`config.mk`:
```
export PLATFORM = sky130hd
export DESIGN_NAME = adc_conversion_control
export DESIGN_NICKNAME = d
export VERILOG_FILES = /design/src/adc_ctrl_pkg.sv /design/src/rate_divider.sv /design/src/adc_conversion_control.sv
export SDC_FILE = /design/constraint.sdc
export NUM_CORES = 1
export LEC_CHECK = 0
export BUFFER_PORTS_ARGS = -buffer_cell sky130_fd_sc_hd__buf_4
export CAP_MARGIN = 20
export CELL_PAD_IN_SITES_DETAIL_PLACEMENT = 0
export CELL_PAD_IN_SITES_GLOBAL_PLACEMENT = 1
export CORE_ASPECT_RATIO = 1.75
export CORE_MARGIN = 2
export CORE_UTILIZATION = 42
export DETAILED_ROUTE_END_ITERATION = 10
export PLACE_DENSITY_LB_ADDON = 0.3
export SYNTH_ARGS = -nofsm -noshare
export SYNTH_HDL_FRONTEND = slang
export SYNTH_HIERARCHICAL = 1
export SYNTH_SLANG_ARGS = --single-unit
```
`constraint.sdc`:
```
create_clock -name mclk -period 2.9 [get_ports mclk]
set_input_delay 0.435 -clock mclk [delete_from_list [all_inputs] [get_ports mclk]]
set_output_delay 0.435 -clock mclk [all_outputs]
set_load 0.01 [all_outputs]
```
`src/adc_ctrl_pkg.sv`:
```
// shared constants and types for the conversion control block
package adc_ctrl_pkg;

    ////////////////////////////////////////////////////////////////////////////
    // clock tree
    localparam int unsigned MCLK_HZ  = 10_000_000;        // system clock rate
    localparam int unsigned OSC_HZ   = 1_000_000;         // internal oscillator rate
    localparam int unsigned OSC_DIV  = MCLK_HZ / OSC_HZ;  // mclk cycles per oscillator tick
    localparam int unsigned MOD_DIV  = 4;                 // oscillator ticks per modulator tick
    localparam int unsigned MOD_HZ   = OSC_HZ / MOD_DIV;  // modulator rate, 250 kHz

    ////////////////////////////////////////////////////////////////////////////
    // data rates in samples per second
    localparam int unsigned SPS_128  = 128;
    localparam int unsigned SPS_250  = 250;
    localparam int unsigned SPS_490  = 490;
    localparam int unsigned SPS_920  = 920;
    localparam int unsigned SPS_1600 = 1600;
    localparam int unsigned SPS_2400 = 2400;
    localparam int unsigned SPS_3300 = 3300;

    // modulator ticks per conversion, one per data rate; codes 6 and 7 share TICKS_3300
    localparam int unsigned TICK_W   = 11;
    localparam logic [10:0] TICKS_128  = 11'(MOD_HZ / SPS_128);
    localparam logic [10:0] TICKS_250  = 11'(MOD_HZ / SPS_250);
    localparam logic [10:0] TICKS_490  = 11'(MOD_HZ / SPS_490);
    localparam logic [10:0] TICKS_920  = 11'(MOD_HZ / SPS_920);
    localparam logic [10:0] TICKS_1600 = 11'(MOD_HZ / SPS_1600);
    localparam logic [10:0] TICKS_2400 = 11'(MOD_HZ / SPS_2400);
    localparam logic [10:0] TICKS_3300 = 11'(MOD_HZ / SPS_3300);

    ////////////////////////////////////////////////////////////////////////////
    // result and configuration
    localparam int unsigned RESULT_W          = 12;
    localparam logic        DEF_SINGLE_SHOT   = 1'b1;     // power-up mode: single-shot
    localparam logic [2:0]  DEF_INPUT_SELECT  = 3'h0;     // power-up pair: in0 against in1
    localparam logic [2:0]  DEF_DATA_RATE     = 3'h4;     // power-up rate: 1600 sps

    // input_select codes
    localparam logic [2:0]  SEL_P0_N1 = 3'h0;
    localparam logic [2:0]  SEL_P0_N3 = 3'h1;
    localparam logic [2:0]  SEL_P1_N3 = 3'h2;
    localparam logic [2:0]  SEL_P2_N3 = 3'h3;
    localparam logic [2:0]  SEL_P0_GND = 3'h4;
    localparam logic [2:0]  SEL_P1_GND = 3'h5;
    localparam logic [2:0]  SEL_P2_GND = 3'h6;
    localparam logic [2:0]  SEL_P3_GND = 3'h7;

    ////////////////////////////////////////////////////////////////////////////
    // conversion sequencer states
    typedef enum logic [1:0] {
        ST_POWER_DOWN = 2'b01,
        ST_CONVERT    = 2'b10
    } conv_state_e;

endpackage

```
`src/rate_divider.sv`:
```
// divides mclk down to the oscillator tick and the modulator tick
`timescale 1ns/1ps
module rate_divider
    import adc_ctrl_pkg::*;
#(
    parameter int unsigned CLK_PER_OSC = OSC_DIV,   // mclk cycles per oscillator tick
    parameter int unsigned OSC_PER_MOD = MOD_DIV    // oscillator ticks per modulator tick
) (
    // clock and reset
    input  wire logic mclk,
    input  wire logic nrst,
    input  wire logic ce,
    // restart of the divider chain
    input  wire logic soft_reset,
    // modulator tick, one mclk cycle wide
    output logic      mod_tick
);

    // refuse dividers the 8-bit counters cannot serve, at elaboration
    if (CLK_PER_OSC < 1 || CLK_PER_OSC > 256 || OSC_PER_MOD < 1 || OSC_PER_MOD > 256) begin : bad_divider
        $error("rate_divider: divider out of range");
    end

    // all divider state
    typedef struct packed {
        logic [7:0] osc_count;   // mclk cycles within one oscillator period
        logic [7:0] mod_count;   // oscillator ticks within one modulator period
        logic       tick;        // registered modulator tick
    } div_s;

    div_s cur;                   // registered state
    div_s next_cur;              // next state

    ////////////////////////////////////////////////////////////////////////////
    // next state of both counters
    always_comb begin
        next_cur      = cur;
        next_cur.tick = 1'b0;
        if (soft_reset) begin
            next_cur = '0;
        end else if (cur.osc_count == 8'(CLK_PER_OSC - 1)) begin
            // one oscillator period elapsed
            next_cur.osc_count = 8'h00;
            if (cur.mod_count == 8'(OSC_PER_MOD - 1)) begin
                next_cur.mod_count = 8'h00;
                next_cur.tick      = 1'b1;
            end else begin
                next_cur.mod_count = cur.mod_count + 8'h01;
            end
        end else begin
            next_cur.osc_count = cur.osc_count + 8'h01;
        end
    end

    ////////////////////////////////////////////////////////////////////////////
    // state register, frozen while ce is low
    always_ff @(posedge mclk or negedge nrst) begin
        if (!nrst) begin
            cur <= '0;
        end else if (ce) begin
            cur <= next_cur;
        end
    end

    assign mod_tick = cur.tick;

endmodule

```
`src/adc_conversion_control.sv`:
```
// conversion sequencer, input selector and result register of the converter
`timescale 1ns/1ps
module adc_conversion_control
    import adc_ctrl_pkg::*;
#(
    parameter int unsigned CLK_PER_OSC = OSC_DIV,   // mclk cycles per oscillator tick
    parameter int unsigned OSC_PER_MOD = MOD_DIV    // oscillator ticks per modulator tick
) (
    // clock, reset and enable
    input  wire logic                mclk,
    input  wire logic                nrst,
    input  wire logic                ce,
    // configuration from the serial interface
    input  wire logic                config_write,       // one-cycle write strobe
    input  wire logic                single_shot_in,     // 1 single-shot, 0 continuous
    input  wire logic [2:0]          input_select_in,    // measured pair code
    input  wire logic [2:0]          data_rate_in,       // data rate code
    input  wire logic                start_request,      // one-cycle request for a conversion
    input  wire logic                general_call_reset, // one-cycle general-call reset
    // modulator bitstream from the analog core
    input  wire logic                modulator_bit,
    // configuration readback
    output logic                     single_shot,
    output logic [2:0]               input_select,
    output logic [2:0]               data_rate,
    // conversion status and result
    output logic                     converting,
    output logic                     conversion_done,
    output logic [RESULT_W-1:0]      result,
    // analog controls
    output logic                     modulator_rate,     // modulator sampling tick
    output logic                     analog_in_zero,     // positive input is in0
    output logic                     analog_in_one,      // in1 selected, pos or neg
    output logic                     analog_in_two,      // positive input is in2
    output logic                     analog_in_three,    // in3 selected, pos or neg
    output logic                     neg_is_in1,         // negative input is in1
    output logic                     ground_switch       // negative input tied to ground
);

    ////////////////////////////////////////////////////////////////////////////
    // all block state
    typedef struct packed {
        logic [1:0]          bit_sync;      // two-stage sync of the bitstream
        conv_state_e         state;         // sequencer state
        logic                single_shot;   // mode bit
        logic [2:0]          input_select;  // programmed pair
        logic [2:0]          data_rate;     // programmed rate
        logic [2:0]          active_select; // pair of the running conversion
        logic [2:0]          active_rate;   // rate of the running conversion
        logic [TICK_W-1:0]   tick_count;    // modulator ticks taken so far
        logic [RESULT_W-1:0] accum;         // signed running sum of the bitstream
        logic [RESULT_W-1:0] result;        // last completed result
        logic                done;          // conversion finished this cycle
        logic [3:0]          pos;           // one-hot positive input
        logic                neg_in1;       // negative is in1
        logic                neg_in3;       // negative is in3
        logic                gnd;           // negative tied to ground
    } ctrl_s;

    ctrl_s cur;                             // registered state
    ctrl_s next_cur;                        // next state
    logic  mod_tick;                        // modulator tick from the divider
    logic  soft_reset;                      // restart of the divider chain

    ////////////////////////////////////////////////////////////////////////////
    // conversion length for each data rate code
    function automatic logic [TICK_W-1:0] rate_ticks(input logic [2:0] code);
        logic [TICK_W-1:0] ticks;
        ticks = TICKS_3300;
        case (code)
            3'h0:    ticks = TICKS_128;
            3'h1:    ticks = TICKS_250;
            3'h2:    ticks = TICKS_490;
            3'h3:    ticks = TICKS_920;
            3'h4:    ticks = TICKS_1600;
            3'h5:    ticks = TICKS_2400;
            default: ticks = TICKS_3300;
        endcase
        return ticks;
    endfunction

    ////////////////////////////////////////////////////////////////////////////
    // modulator tick source
    assign soft_reset = general_call_reset;

    rate_divider #(
        .CLK_PER_OSC (CLK_PER_OSC),
        .OSC_PER_MOD (OSC_PER_MOD)
    ) u_rate_divider (
        .mclk       (mclk),
        .nrst       (nrst),
        .ce         (ce),
        .soft_reset (soft_reset),
        .mod_tick   (mod_tick)
    );

    ////////////////////////////////////////////////////////////////////////////
    // sequencer, accumulator and input selector
    always_comb begin
        logic                start;      // begin a conversion this cycle
        logic [RESULT_W-1:0] sum;        // accumulator after this tick
        start         = 1'b0;
        sum           = cur.accum;
        next_cur      = cur;
        next_cur.done = 1'b0;
        // bitstream crosses in from the analog side
        next_cur.bit_sync = {cur.bit_sync[0], modulator_bit};

        if (general_call_reset) begin
            // state and configuration back to power-up values, result kept
            next_cur.state        = ST_POWER_DOWN;
            next_cur.single_shot  = DEF_SINGLE_SHOT;
            next_cur.input_select = DEF_INPUT_SELECT;
            next_cur.data_rate    = DEF_DATA_RATE;
        end else begin
            // configuration write
            if (config_write) begin
                next_cur.single_shot  = single_shot_in;
                next_cur.input_select = input_select_in;
                next_cur.data_rate    = data_rate_in;
            end
            case (cur.state)
                ST_POWER_DOWN: begin
                    // idle until a request or continuous mode
                    start = !next_cur.single_shot || start_request;
                end
                ST_CONVERT: begin
                    if (mod_tick) begin
                        // +1 for a one, -1 for a zero
                        sum = cur.accum + (cur.bit_sync[1] ? 12'h001 : 12'hFFF);
                        next_cur.accum      = sum;
                        next_cur.tick_count = cur.tick_count + 11'h001;
                        if (next_cur.tick_count == rate_ticks(cur.active_rate)) begin
                            // whole word lands in one edge
                            next_cur.done   = 1'b1;
                            next_cur.result = (cur.active_select[2] && sum[RESULT_W-1])
                                              ? 12'h000 : sum;
                            if (next_cur.single_shot) begin
                                next_cur.state = ST_POWER_DOWN;
                            end else begin
                                start = 1'b1;
                            end
                        end
                    end
                end
                default: begin
                    next_cur.state = ST_POWER_DOWN;
                end
            endcase
        end

        // launch a conversion with the pair and rate in force now
        if (start) begin
            next_cur.state         = ST_CONVERT;
            next_cur.active_select = next_cur.input_select;
            next_cur.active_rate   = next_cur.data_rate;
            next_cur.tick_count    = '0;
            next_cur.accum         = '0;
        end

        // switch settings follow the running conversion only
        next_cur.pos     = 4'h0;
        next_cur.neg_in1 = 1'b0;
        next_cur.neg_in3 = 1'b0;
        next_cur.gnd     = 1'b0;
        if (next_cur.state == ST_CONVERT) begin
            case (next_cur.active_select)
                SEL_P0_N1: begin
                    next_cur.pos     = 4'h1;
                    next_cur.neg_in1 = 1'b1;
                end
                SEL_P0_N3: begin
                    next_cur.pos     = 4'h1;
                    next_cur.neg_in3 = 1'b1;
                end
                SEL_P1_N3: begin
                    next_cur.pos     = 4'h2;
                    next_cur.neg_in3 = 1'b1;
                end
                SEL_P2_N3: begin
                    next_cur.pos     = 4'h4;
                    next_cur.neg_in3 = 1'b1;
                end
                default: begin
                    // single-ended: one input against ground
                    next_cur.pos = 4'h1 << next_cur.active_select[1:0];
                    next_cur.gnd = 1'b1;
                end
            endcase
        end
    end

    ////////////////////////////////////////////////////////////////////////////
    // state register, defaults and power-down at reset
    always_ff @(posedge mclk or negedge nrst) begin
        if (!nrst) begin
            cur              <= '0;
            cur.state        <= ST_POWER_DOWN;
            cur.single_shot  <= DEF_SINGLE_SHOT;
            cur.input_select <= DEF_INPUT_SELECT;
            cur.data_rate    <= DEF_DATA_RATE;
        end else if (ce) begin
            cur <= next_cur;
        end
    end

    ////////////////////////////////////////////////////////////////////////////
    // outputs, all from state flip-flops
    assign single_shot     = cur.single_shot;
    assign input_select    = cur.input_select;
    assign data_rate       = cur.data_rate;
    assign converting      = (cur.state == ST_CONVERT);
    assign conversion_done = cur.done;
    assign result          = cur.result;
    assign modulator_rate  = mod_tick;
    assign analog_in_zero  = cur.pos[0];
    assign analog_in_one   = cur.pos[1] | cur.neg_in1;
    assign analog_in_two   = cur.pos[2];
    assign analog_in_three = cur.pos[3] | cur.neg_in3;
    assign neg_is_in1      = cur.neg_in1;
    assign ground_switch   = cur.gnd;

endmodule

```
* Word level (Yosys, flattened, before mapping) *
Index checks and enable logic that the tools add are counted.

cells by class
  $add $sub $neg = 4
  eq/ne operators = 15
  shift operators = 1
  muxes and demuxes = 34
  bitwise operators = 3
  reductions and logical operators = 15

operators with widths
  kind                                                              number
  36-bit two-way mux                                                3
  11-bit one-hot mux with 6 select lines                            1
  11-bit two-way mux                                                3
  29-bit two-way mux                                                1
  12-bit two-way mux                                                2
  7-bit two-way mux                                                 3
  9-bit two-way mux                                                 2
  17-bit two-way mux                                                1
  8-bit by 1-bit adder with 8-bit output (second input constant)    2
  8-bit two-way mux                                                 2
  13-bit two-way mux                                                1
  12-bit adder                                                      1
  3-bit by 2-bit == test with 1-bit output (second input constant)  4
  4-bit one-hot mux with 3 select lines                             1
  11-bit by 1-bit adder with 11-bit output (second input constant)  1
  11-bit == test                                                    1
  8-bit by 2-bit == test with 1-bit output (second input constant)  1
  8-bit by 4-bit == test with 1-bit output (second input constant)  1
  1-bit two-way mux                                                 8
  2-bit two-way mux                                                 4
  3-bit by 1-bit == test with 1-bit output (second input constant)  2
  3-bit == test (second input constant)                             2
  3-bit zero test                                                   2
  2-bit nonzero test                                                3
  17 further kinds                                                  20

word-level totals
  bits in registers = 77
  input bits = 14
  output and inout port bits = 28
  logic and storage cells = 90

* Longest topological paths before layout *
Gate-level depths: netlist of run 1.

  word-level depth = 15
  gate-level depth with buffers = 13
  mapped depth without buffers = 11

* Cells and area by module *
Netlist of run 1, hierarchy kept.

modules (own cells, without submodules)
  module                  times used  cells each  area each (µm²)  sequential area each (µm²)
  adc_conversion_control  1           422         3853.7           1505.2
  rate_divider            1           102         939.7            425.4

* Worst setup path before layout of run 1 *
OpenSTA, ideal clock, no wires.

  path kind = reg-to-reg
  from = reg cur[33] (netlist name)
  to = reg cur[1] (netlist name)
  library setup time = 0.133 ns
  arrival time = 2.764 ns
  data required time = 2.767 ns
  path slack = 0.002 ns
  stages on the path, launching flop included = 13
  buffers on the path = 2
  period minus slack after synthesis = 2.898 ns
  cell sequence = dfrtp_1 -> ha_1 -> and3_1 -> buf_6 -> and3_4 -> or4b_1 -> o21ai_2 -> o211ai_4 -> o31ai_4 -> buf_6 -> mux2_2 -> o21ai_0 -> o2bb2ai_1

between the ends
  longest elaborated chain between the ends = 11
  elaborated cells on any way between the ends = 19
  those cells by class = 1 x add/sub; 5 x eq/ne; 12 x mux; 1 x reduce/logical

RTL lines
  item                                                                                                         line                           source
  start: declaration                                                                                           adc_conversion_control.sv:60   ctrl_s cur;
  start signal: assignment                                                                                     adc_conversion_control.sv:203  cur <= next_cur;
  11-bit by 1-bit adder with 11-bit output (*)                                                                 adc_conversion_control.sv:132  next_cur.tick_count = cur.tick_count + 11'h001;
  11-bit == test (*)                                                                                           adc_conversion_control.sv:133  if (next_cur.tick_count == rate_ticks(cur.active_rate)) begin
  1-bit two-way mux                                                                                            adc_conversion_control.sv:133
  1-bit two-way mux                                                                                            adc_conversion_control.sv:128  if (mod_tick) begin
  1-bit one-hot mux with 2 select lines                                                                        adc_conversion_control.sv:122  case (cur.state)
  1-bit two-way mux                                                                                            adc_conversion_control.sv:109  if (general_call_reset) begin
  29-bit two-way mux                                                                                           adc_conversion_control.sv:153  if (start) begin
  3-bit by 2-bit == test with 1-bit output / 3-bit by 1-bit == test with 1-bit output (equally long branches)  adc_conversion_control.sv:167  case (next_cur.active_select)
  3-bit OR reduction (no line)                                                                                 -
  1-bit two-way mux                                                                                            adc_conversion_control.sv:167
  7-bit two-way mux (*)                                                                                        adc_conversion_control.sv:166  if (next_cur.state == ST_CONVERT) begin

Every way passes the cells marked *; elsewhere a longest branch is shown, timed or not.
A chain may end at the register's enable or synchronous reset.

* Final worst setup path of run 1 *
  from = reg cur[33] (netlist name)
  to = reg cur[4] (netlist name)

between the ends
  longest elaborated chain between the ends = 11
  elaborated cells on any way between the ends = 21
  those cells by class = 1 x add/sub; 5 x eq/ne; 1 x shift; 12 x mux; 2 x reduce/logical

RTL lines
  item                                                                                line
  11-bit by 1-bit adder with 11-bit output (*)                                        adc_conversion_control.sv:132
  11-bit == test (*)                                                                  adc_conversion_control.sv:133
  1-bit two-way mux                                                                   adc_conversion_control.sv:133
  1-bit two-way mux                                                                   adc_conversion_control.sv:128
  1-bit one-hot mux with 2 select lines                                               adc_conversion_control.sv:122
  1-bit two-way mux                                                                   adc_conversion_control.sv:109
  29-bit two-way mux                                                                  adc_conversion_control.sv:153
  3-bit by 1-bit == test with 1-bit output / 3-bit zero test (equally long branches)  adc_conversion_control.sv:167
  2-bit OR reduction (no line)                                                        -
  4-bit one-hot mux with 3 select lines                                               adc_conversion_control.sv:167
  7-bit two-way mux (*)                                                               adc_conversion_control.sv:166

Marked as above.

==> results.json, run 1 <==
{
  "synth_enable_flop_cells": 0,
  "cp.arrival_ps": 3130,
  "whs_ps": 326.2,
  "syn-cell-area_um2": 4793,
  "grt_pass1_wl_mm": 19.30,
  "fin_cells": 708,
  "end_kind": "flip-flop",
  "gp_congestion": 0.8460,
  "overflow": 0,
  "synthAdderAreaFrac": 0.05064,
  "drt_iter0_markers": 243,
  "power.density_nw_per_um2": 698.0,
  "ys_ff_latch": 77,
  "diodes": 0,
  "firstDrtPassIters": 7,
  "worst-setup-path-type": "flip-flop to flip-flop",
  "start_util": 0.4317,
  "clock_sinks": 77,
  "hpwl_mm": 8.560,
  "p_leak_nw": 2.559,
  "fill_cells": 1034,
  "synthCells": 524,
  "worstSetupEndpoint": "cur[4]$_DFFE_PN0P_",
  "path_clk_slew_ps": 60,
  "relSlewSlack": 0.4943,
  "rsz0062_at_grt": "true",
  "peakVddDrop_v": 0.0003338,
  "synth_xor_xnor_area_share": 0.04385,
  "antenna_found_initial": 0,
  "synth.distinct_cells": 78,
  "status": "finished with violations",
  "layout_commonest_cell": "buf_4",
  "utilization": 0.5179,
  "numPortBuffers": 41,
  "drv_cap": 0,
  "startpoint": "cur[33]$_DFFE_PN0P_",
  "tns_ps": -23.80,
  "hold_violations": 0,
  "r2r-end": "cur[4]$_DFFE_PN0P_",
  "synth-async-reset-ratio": 1.000,
  "coreArea_um2": 11100,
  "r2r_cells": 12,
  "worst_slew_pin_slew_ps": 739.4,
  "ys_top_cells_by_area": "dfrtp_1 (39%), o21ai_0 (4.8%), nand2_1 (4.5%), ha_1 (4.4%), buf_4 (3.0%)",
  "max_freq_mhz": 342.0,
  "syn_nets": 556,
  "drc": 0,
  "required_ps": 3110,
  "drive_above_1_share": 0.2604,
  "seq_area_frac_synth": 0.4028,
  "crit_path_start_kind": "flip-flop",
  "grt_pass1_vias": 4066,
  "cts_buffers": 9,
  "ant_nets": 0,
  "die_w_um": 84.76,
  "totalWireLength_mm": 11.89,
  "die_y_um": 145.3,
  "setup_ws_ps": -23.80,
  "syn_avg_cell_area_um2": 9.148,
  "clkLatencyLatePin_ps": 340,
  "yosys.area_share.simple": 0.1822,
  "yosys_most_used_dff": "dfrtp_1",
  "tritoncts": "built",
  "yosysTopAreaCell": "dfrtp_1",
  "vias": 3959,
  "clock_skew_ps": 6.130,
  "grt_usage": 0.1952,
  "num-nets-final": 604,
  "setup_viol": 1,
  "clock_path_buffers": 2,
  "synth_top_family_by_area": "compound AO/OA/AOI/OAI gates",
  "num_rows": 51,
  "post_drt_via_cell_ratio": 5.592,
  "min_path_type": "input pin to flip-flop",
  "period_share": 1.008,
  "violations": "setup timing",
  "whs_path_depth": 2,
  "die_area_um2": 12320,
  "cts_root_buf": "clkbuf_16",
  "reg2reg_from": "cur[33]$_DFFE_PN0P_",
  "layout_common_cells": "buf_4 (72), dfrtp_1 (70), nand2_1 (58)",
  "wl_per_cell_um": 16.79,
  "cts-htree-levels": 3,
  "area_growth_pct": 19.97,
  "post-synth-top-area-fraction": 0.3863,
  "placed_cells": 687,
  "pre_cts_slack_ps": -71.72,
  "period_needed_ps": 2924,
  "synth_compound_area_frac": 0.1926,
  "grt_max_degree": 78,
  "synth_mux_area_frac": 0.04437,
  "slew_violations": 0,
  "ys_warn_count": 6,
  "rrSetupSlack_ps": -20,
  "io_pins": 42,
  "crit_path_max_fanout": 6
}
==> power by group <==
| group | switching (W) | internal (W) |
|---|---|---|
| Clock | 0.000459 | 0.000578 |
| Combinational | 0.000820 | 0.000759 |
| Sequential | 0.000170 | 0.00123 |
==> worst max-delay path: stages (launching register included) <==
cell and delay (ps):
dfrtp_1 410, ha_4 260, nor2_2 150, nand2_1 80
o311a_1 320, o21ai_0 190, buf_4 150, o211ai_4 80
o31ai_4 440, buf_6 200, mux2i_1 260, and2_4 180
o32ai_2 60
==> Yosys cell counts (all sizes together) (4+ instances only) <==
master	instances
ha	17
a21o	7
nor2	28
mux2	10
clkbuf	11
inv	32
nand2b	4
or2	4
nor2b	5
nand4	10
o21ai	50
o2bb2ai	4
buf	33
o211ai	4
nor4	4
dfrtp	74
nor3	14
nand3	12
and3	5
nand2	59
a31oi	6
a21oi	27
xnor2	16
xor2	8
o32ai	5
or3	9
mux2i	10
o31ai	6
==> kinds of logic after synthesis <==
family	count (synthesis)
AND/OR/NAND/NOR	171
multiplexers	20
adder cells (fa/ha/maj)	19
AO/OA/AOI/OAI	137
XOR/XNOR	24
flip-flops	77
buffers and inverters	76
==> through the flow <==
| stage | cell area [µm²] | total power, W |
|---|---|---|
| 3_3_place_gp | 5254 | 0.002764 |
| 5_1_grt | 5751 | 0.004262 |
| 2_1_floorplan | 4793 | 0.002390 |
| 6_report | 5751 | 0.004014 |
| 4_1_cts | 5527 | 0.003848 |
| 3_5_place_dp | 5254 | 0.002794 |
==> area by class of cell <==
cell class / count / area [µm²] / area share
Inverter: 32 / 120.1 / 0.02089
Clock inverter: 5 / 36.28 / 0.006310
Sequential cell: 77 / 1936 / 0.3366
Timing Repair Buffer: 81 / 659.4 / 0.1147
Clock buffer: 10 / 229.0 / 0.03982
Multi-Input combinational cell: 371 / 2605 / 0.4530
Tap cell: 132 / 165.2 / 0.02872
==> flip-flops by register name, summed over array words and instances (netlist names), 3 cells and up <==
signal,cells
input_select,3
cur,36
result,12
u_rate_divider/cur,16
data_rate,3
==> how the worst min path moves through the flow <==
stage / from / slack, ps / to
floorplan: nrst / 140 / analog_in_two$_DFFE_PN0P_
global placement: result[6]$_DFFE_PN0P_ / 470 / result[6]$_DFFE_PN0P_
detailed placement: result[6]$_DFFE_PN0P_ / 470 / result[6]$_DFFE_PN0P_
CTS: nrst / 310 / input_select[0]$_DFFE_PN0P_
global route: modulator_bit / 330 / cur[58]$_DFFE_PN0P_
finish: modulator_bit / 330 / cur[58]$_DFFE_PN0P_
==> timing repair <==
action / 4_1_cts / 5_1_grt
endpoints found under the hold margin: 0 / 8
gates cloned: 0 / 1
endpoints found under the setup margin: 5 / 37
pin swaps: 3 / 13
hold buffers: 0 / 1
resized for setup: 2 / 41
buffers inserted: 0 / 3
==> per-layer routing <==
layer / track usage / share of wire / up-vias
met1: 0.2052 / 0.38 / 1930
li1: - / - / 1947
met4: 0.07778 / 0.021 / 0
met5: 0 / 0 / -
met3: 0.03242 / 0.025 / 21
met2: 0.3740 / 0.57 / 61
Power figures use the tool's default switching activity.
==> run 2: changes to the inputs <==
--- a/config.mk
+++ b/config.mk
@@ -18,3 +18,4 @@
 export SYNTH_HDL_FRONTEND = slang
 export SYNTH_HIERARCHICAL = 1
 export SYNTH_SLANG_ARGS = --single-unit
+export TNS_END_PERCENT = 20
==> run 2 against run 1 <==
  * The flow still finishes with violations (setup timing)
  * Cell count shrank 0.14%
  * First-iteration DRC count shrank 6.2%
  * Combinational power is essentially flat
  * Maximum frequency grew 0.43%
  * Register-to-register slack is essentially flat
  * Clock skew shrank 1.4 ps
  * Non-clock buffer count shrank 1
  * Clock power is essentially flat
  * Via count shrank 0.18%
  * Hold slack is essentially flat
==> results.json, run 2 (same netlist as run 1, synthesis figures left out) <==
{
  "crit_path_start_kind": "flip-flop",
  "die_w_um": 84.76,
  "relSlewSlack": 0.4978,
  "io_pins": 42,
  "drc": 0,
  "num_rows": 51,
  "totalWireLength_mm": 11.86,
  "r2r-end": "cur[4]$_DFFE_PN0P_",
  "r2r_cells": 12,
  "tritoncts": "built",
  "die_area_um2": 12320,
  "period_share": 1.004,
  "hold_violations": 0,
  "antenna_found_initial": 0,
  "holdPathEnd": "cur[58]$_DFFE_PN0P_",
  "layout_commonest_cell": "buf_4",
  "rsz0062_at_grt": "true",
  "gp_congestion": 0.8460,
  "power.density_nw_per_um2": 696.6,
  "crit_path_max_fanout": 6,
  "rrSetupSlack_ps": -10,
  "finalInstanceArea_um2": 5710,
  "vias": 3952,
  "cts_root_buf": "clkbuf_16",
  "diodes": 0,
  "clkLatencyLatePin_ps": 340,
  "drv_cap": 0,
  "overflow": 0,
  "period_needed_ps": 2911,
  "required_ps": 3110,
  "regMostFlops": "cur",
  "placed_cells": 687,
  "status": "finished with violations",
  "start_util": 0.4317,
  "largest_register_ffs": 36,
  "worst-setup-path-type": "flip-flop to flip-flop",
  "clock_path_buffers": 2,
  "pre_cts_slack_ps": -71.72,
  "min_path_type": "input pin to flip-flop",
  "whs_path_depth": 2,
  "area_growth_pct": 19.13,
  "hpwl_mm": 8.560,
  "ant_nets": 0,
  "grt_usage": 0.1952,
  "post_drt_via_cell_ratio": 5.590,
  "dpl_cell_area_um2": 5254,
  "num-nets-final": 603,
  "end_kind": "flip-flop",
  "peakVddDrop_v": 0.0003308,
  "grt_pass1_wl_mm": 19.30,
  "max_freq_mhz": 343.5,
  "die_y_um": 145.3,
  "p_leak_nw": 2.538,
  "setup_viol": 1,
  "tns_ps": -11.43,
  "drt_iter0_markers": 228,
  "coreArea_um2": 11100,
  "slew_violations": 0,
  "fin_cells": 707,
  "drive_above_1_share": 0.2539,
  "hold_start": "modulator_bit",
  "setup_ws_ps": -11.43,
  "clock_skew_ps": 4.711,
  "numPortBuffers": 41,
  "wl_per_cell_um": 16.78,
  "grt_max_degree": 78,
  "path_clk_slew_ps": 60,
  "violations": "setup timing",
  "worst_slew_pin_slew_ps": 734.4,
  "layout_common_cells": "buf_4 (71), dfrtp_1 (70), nand2_1 (58)",
  "cts-htree-levels": 3,
  "firstDrtPassIters": 4,
  "cts_buffers": 9,
  "reg2reg_from": "cur[33]$_DFFE_PN0P_",
  "cp.arrival_ps": 3120,
  "clock_sinks": 77,
  "startpoint": "cur[33]$_DFFE_PN0P_",
  "grt_pass1_vias": 4066
}
==> run 2: cell types whose count changed in the layout (fill, tap and decap cells not counted), sizes merged <==
cell	before	now
buf	80	79
==> run 2: worst max-delay path by stage <==
| stage | endpoint | slack, ps |
|---|---|---|
| 4_1_cts | cur[41]$_DFFE_PN0P_ | 1 |
| 3_3_place_gp | cur[1]$_DFFE_PN0P_ | -10 |
| 5_1_grt | cur[4]$_DFFE_PN0P_ | -100 |
| 2_1_floorplan | cur[1]$_DFFE_PN0P_ | 2 |
| 6_report | cur[4]$_DFFE_PN0P_ | -10 |
| 3_5_place_dp | cur[41]$_DFFE_PN0P_ | -70 |
==> run 2: metal layers <==
metal,GRT usage,wire length (µm),vias to the layer above
met2,0.3740,6730,82
met1,0.2052,4466,1901
met5,0,0,-
li1,-,-,1938
met3,0.03242,362,31
met4,0.07778,302,0
==> run 2: worst max-delay path, cell delays in order (launching register included) <==
cell      delay, ps
dfrtp_1         420
ha_4            260
nor2_2          150
nand2_1          70
o311a_1         320
o21ai_0         180
buf_4           150
o211ai_4         80
o31ai_4         440
buf_6           200
mux2i_1         260
and2_4          180
o32ai_2          60
==> run 2: cell type report <==
class                   count  area (µm²)
clock buffers              10       229.0
repair buffers             80       651.9
inverters                  32       120.1
well taps                 132       165.2
fillers                  1042        5393
flip-flops and latches     77        1936
clock inverters             5       36.28
multi-input cells         371        2572
==> run 2: where the power goes <==
part / switching, W / leakage [nW] / internal (W)
clock: 0.000458 / 0.133 / 0.000578
combinational: 0.000807 / 1.37 / 0.000739
sequential: 0.000168 / 1.03 / 0.00123
==> run 2: repair_timing <==
action                                  CTS  global route
endpoints found under the hold margin     0             8
pin swaps                                 3            11
gates resized for setup                   2            35
endpoints found under the setup margin    5            37
hold buffers                              0             1
gates cloned                              0             1
setup buffers                             0             2
==> run 2: stage by stage <==
| stage | utilization | total power, W | hold slack (ps) |
|---|---|---|---|
| after global routing | 0.5143 | 0.004226 | 328.5 |
| after floorplan | - | 0.002390 | 139.4 |
| after detailed placement | 0.4732 | 0.002794 | 471.2 |
| final | 0.5143 | 0.003978 | 326.2 |
| after global placement | 0.4732 | 0.002764 | 466.1 |
| after CTS | 0.4977 | 0.003848 | 314.2 |
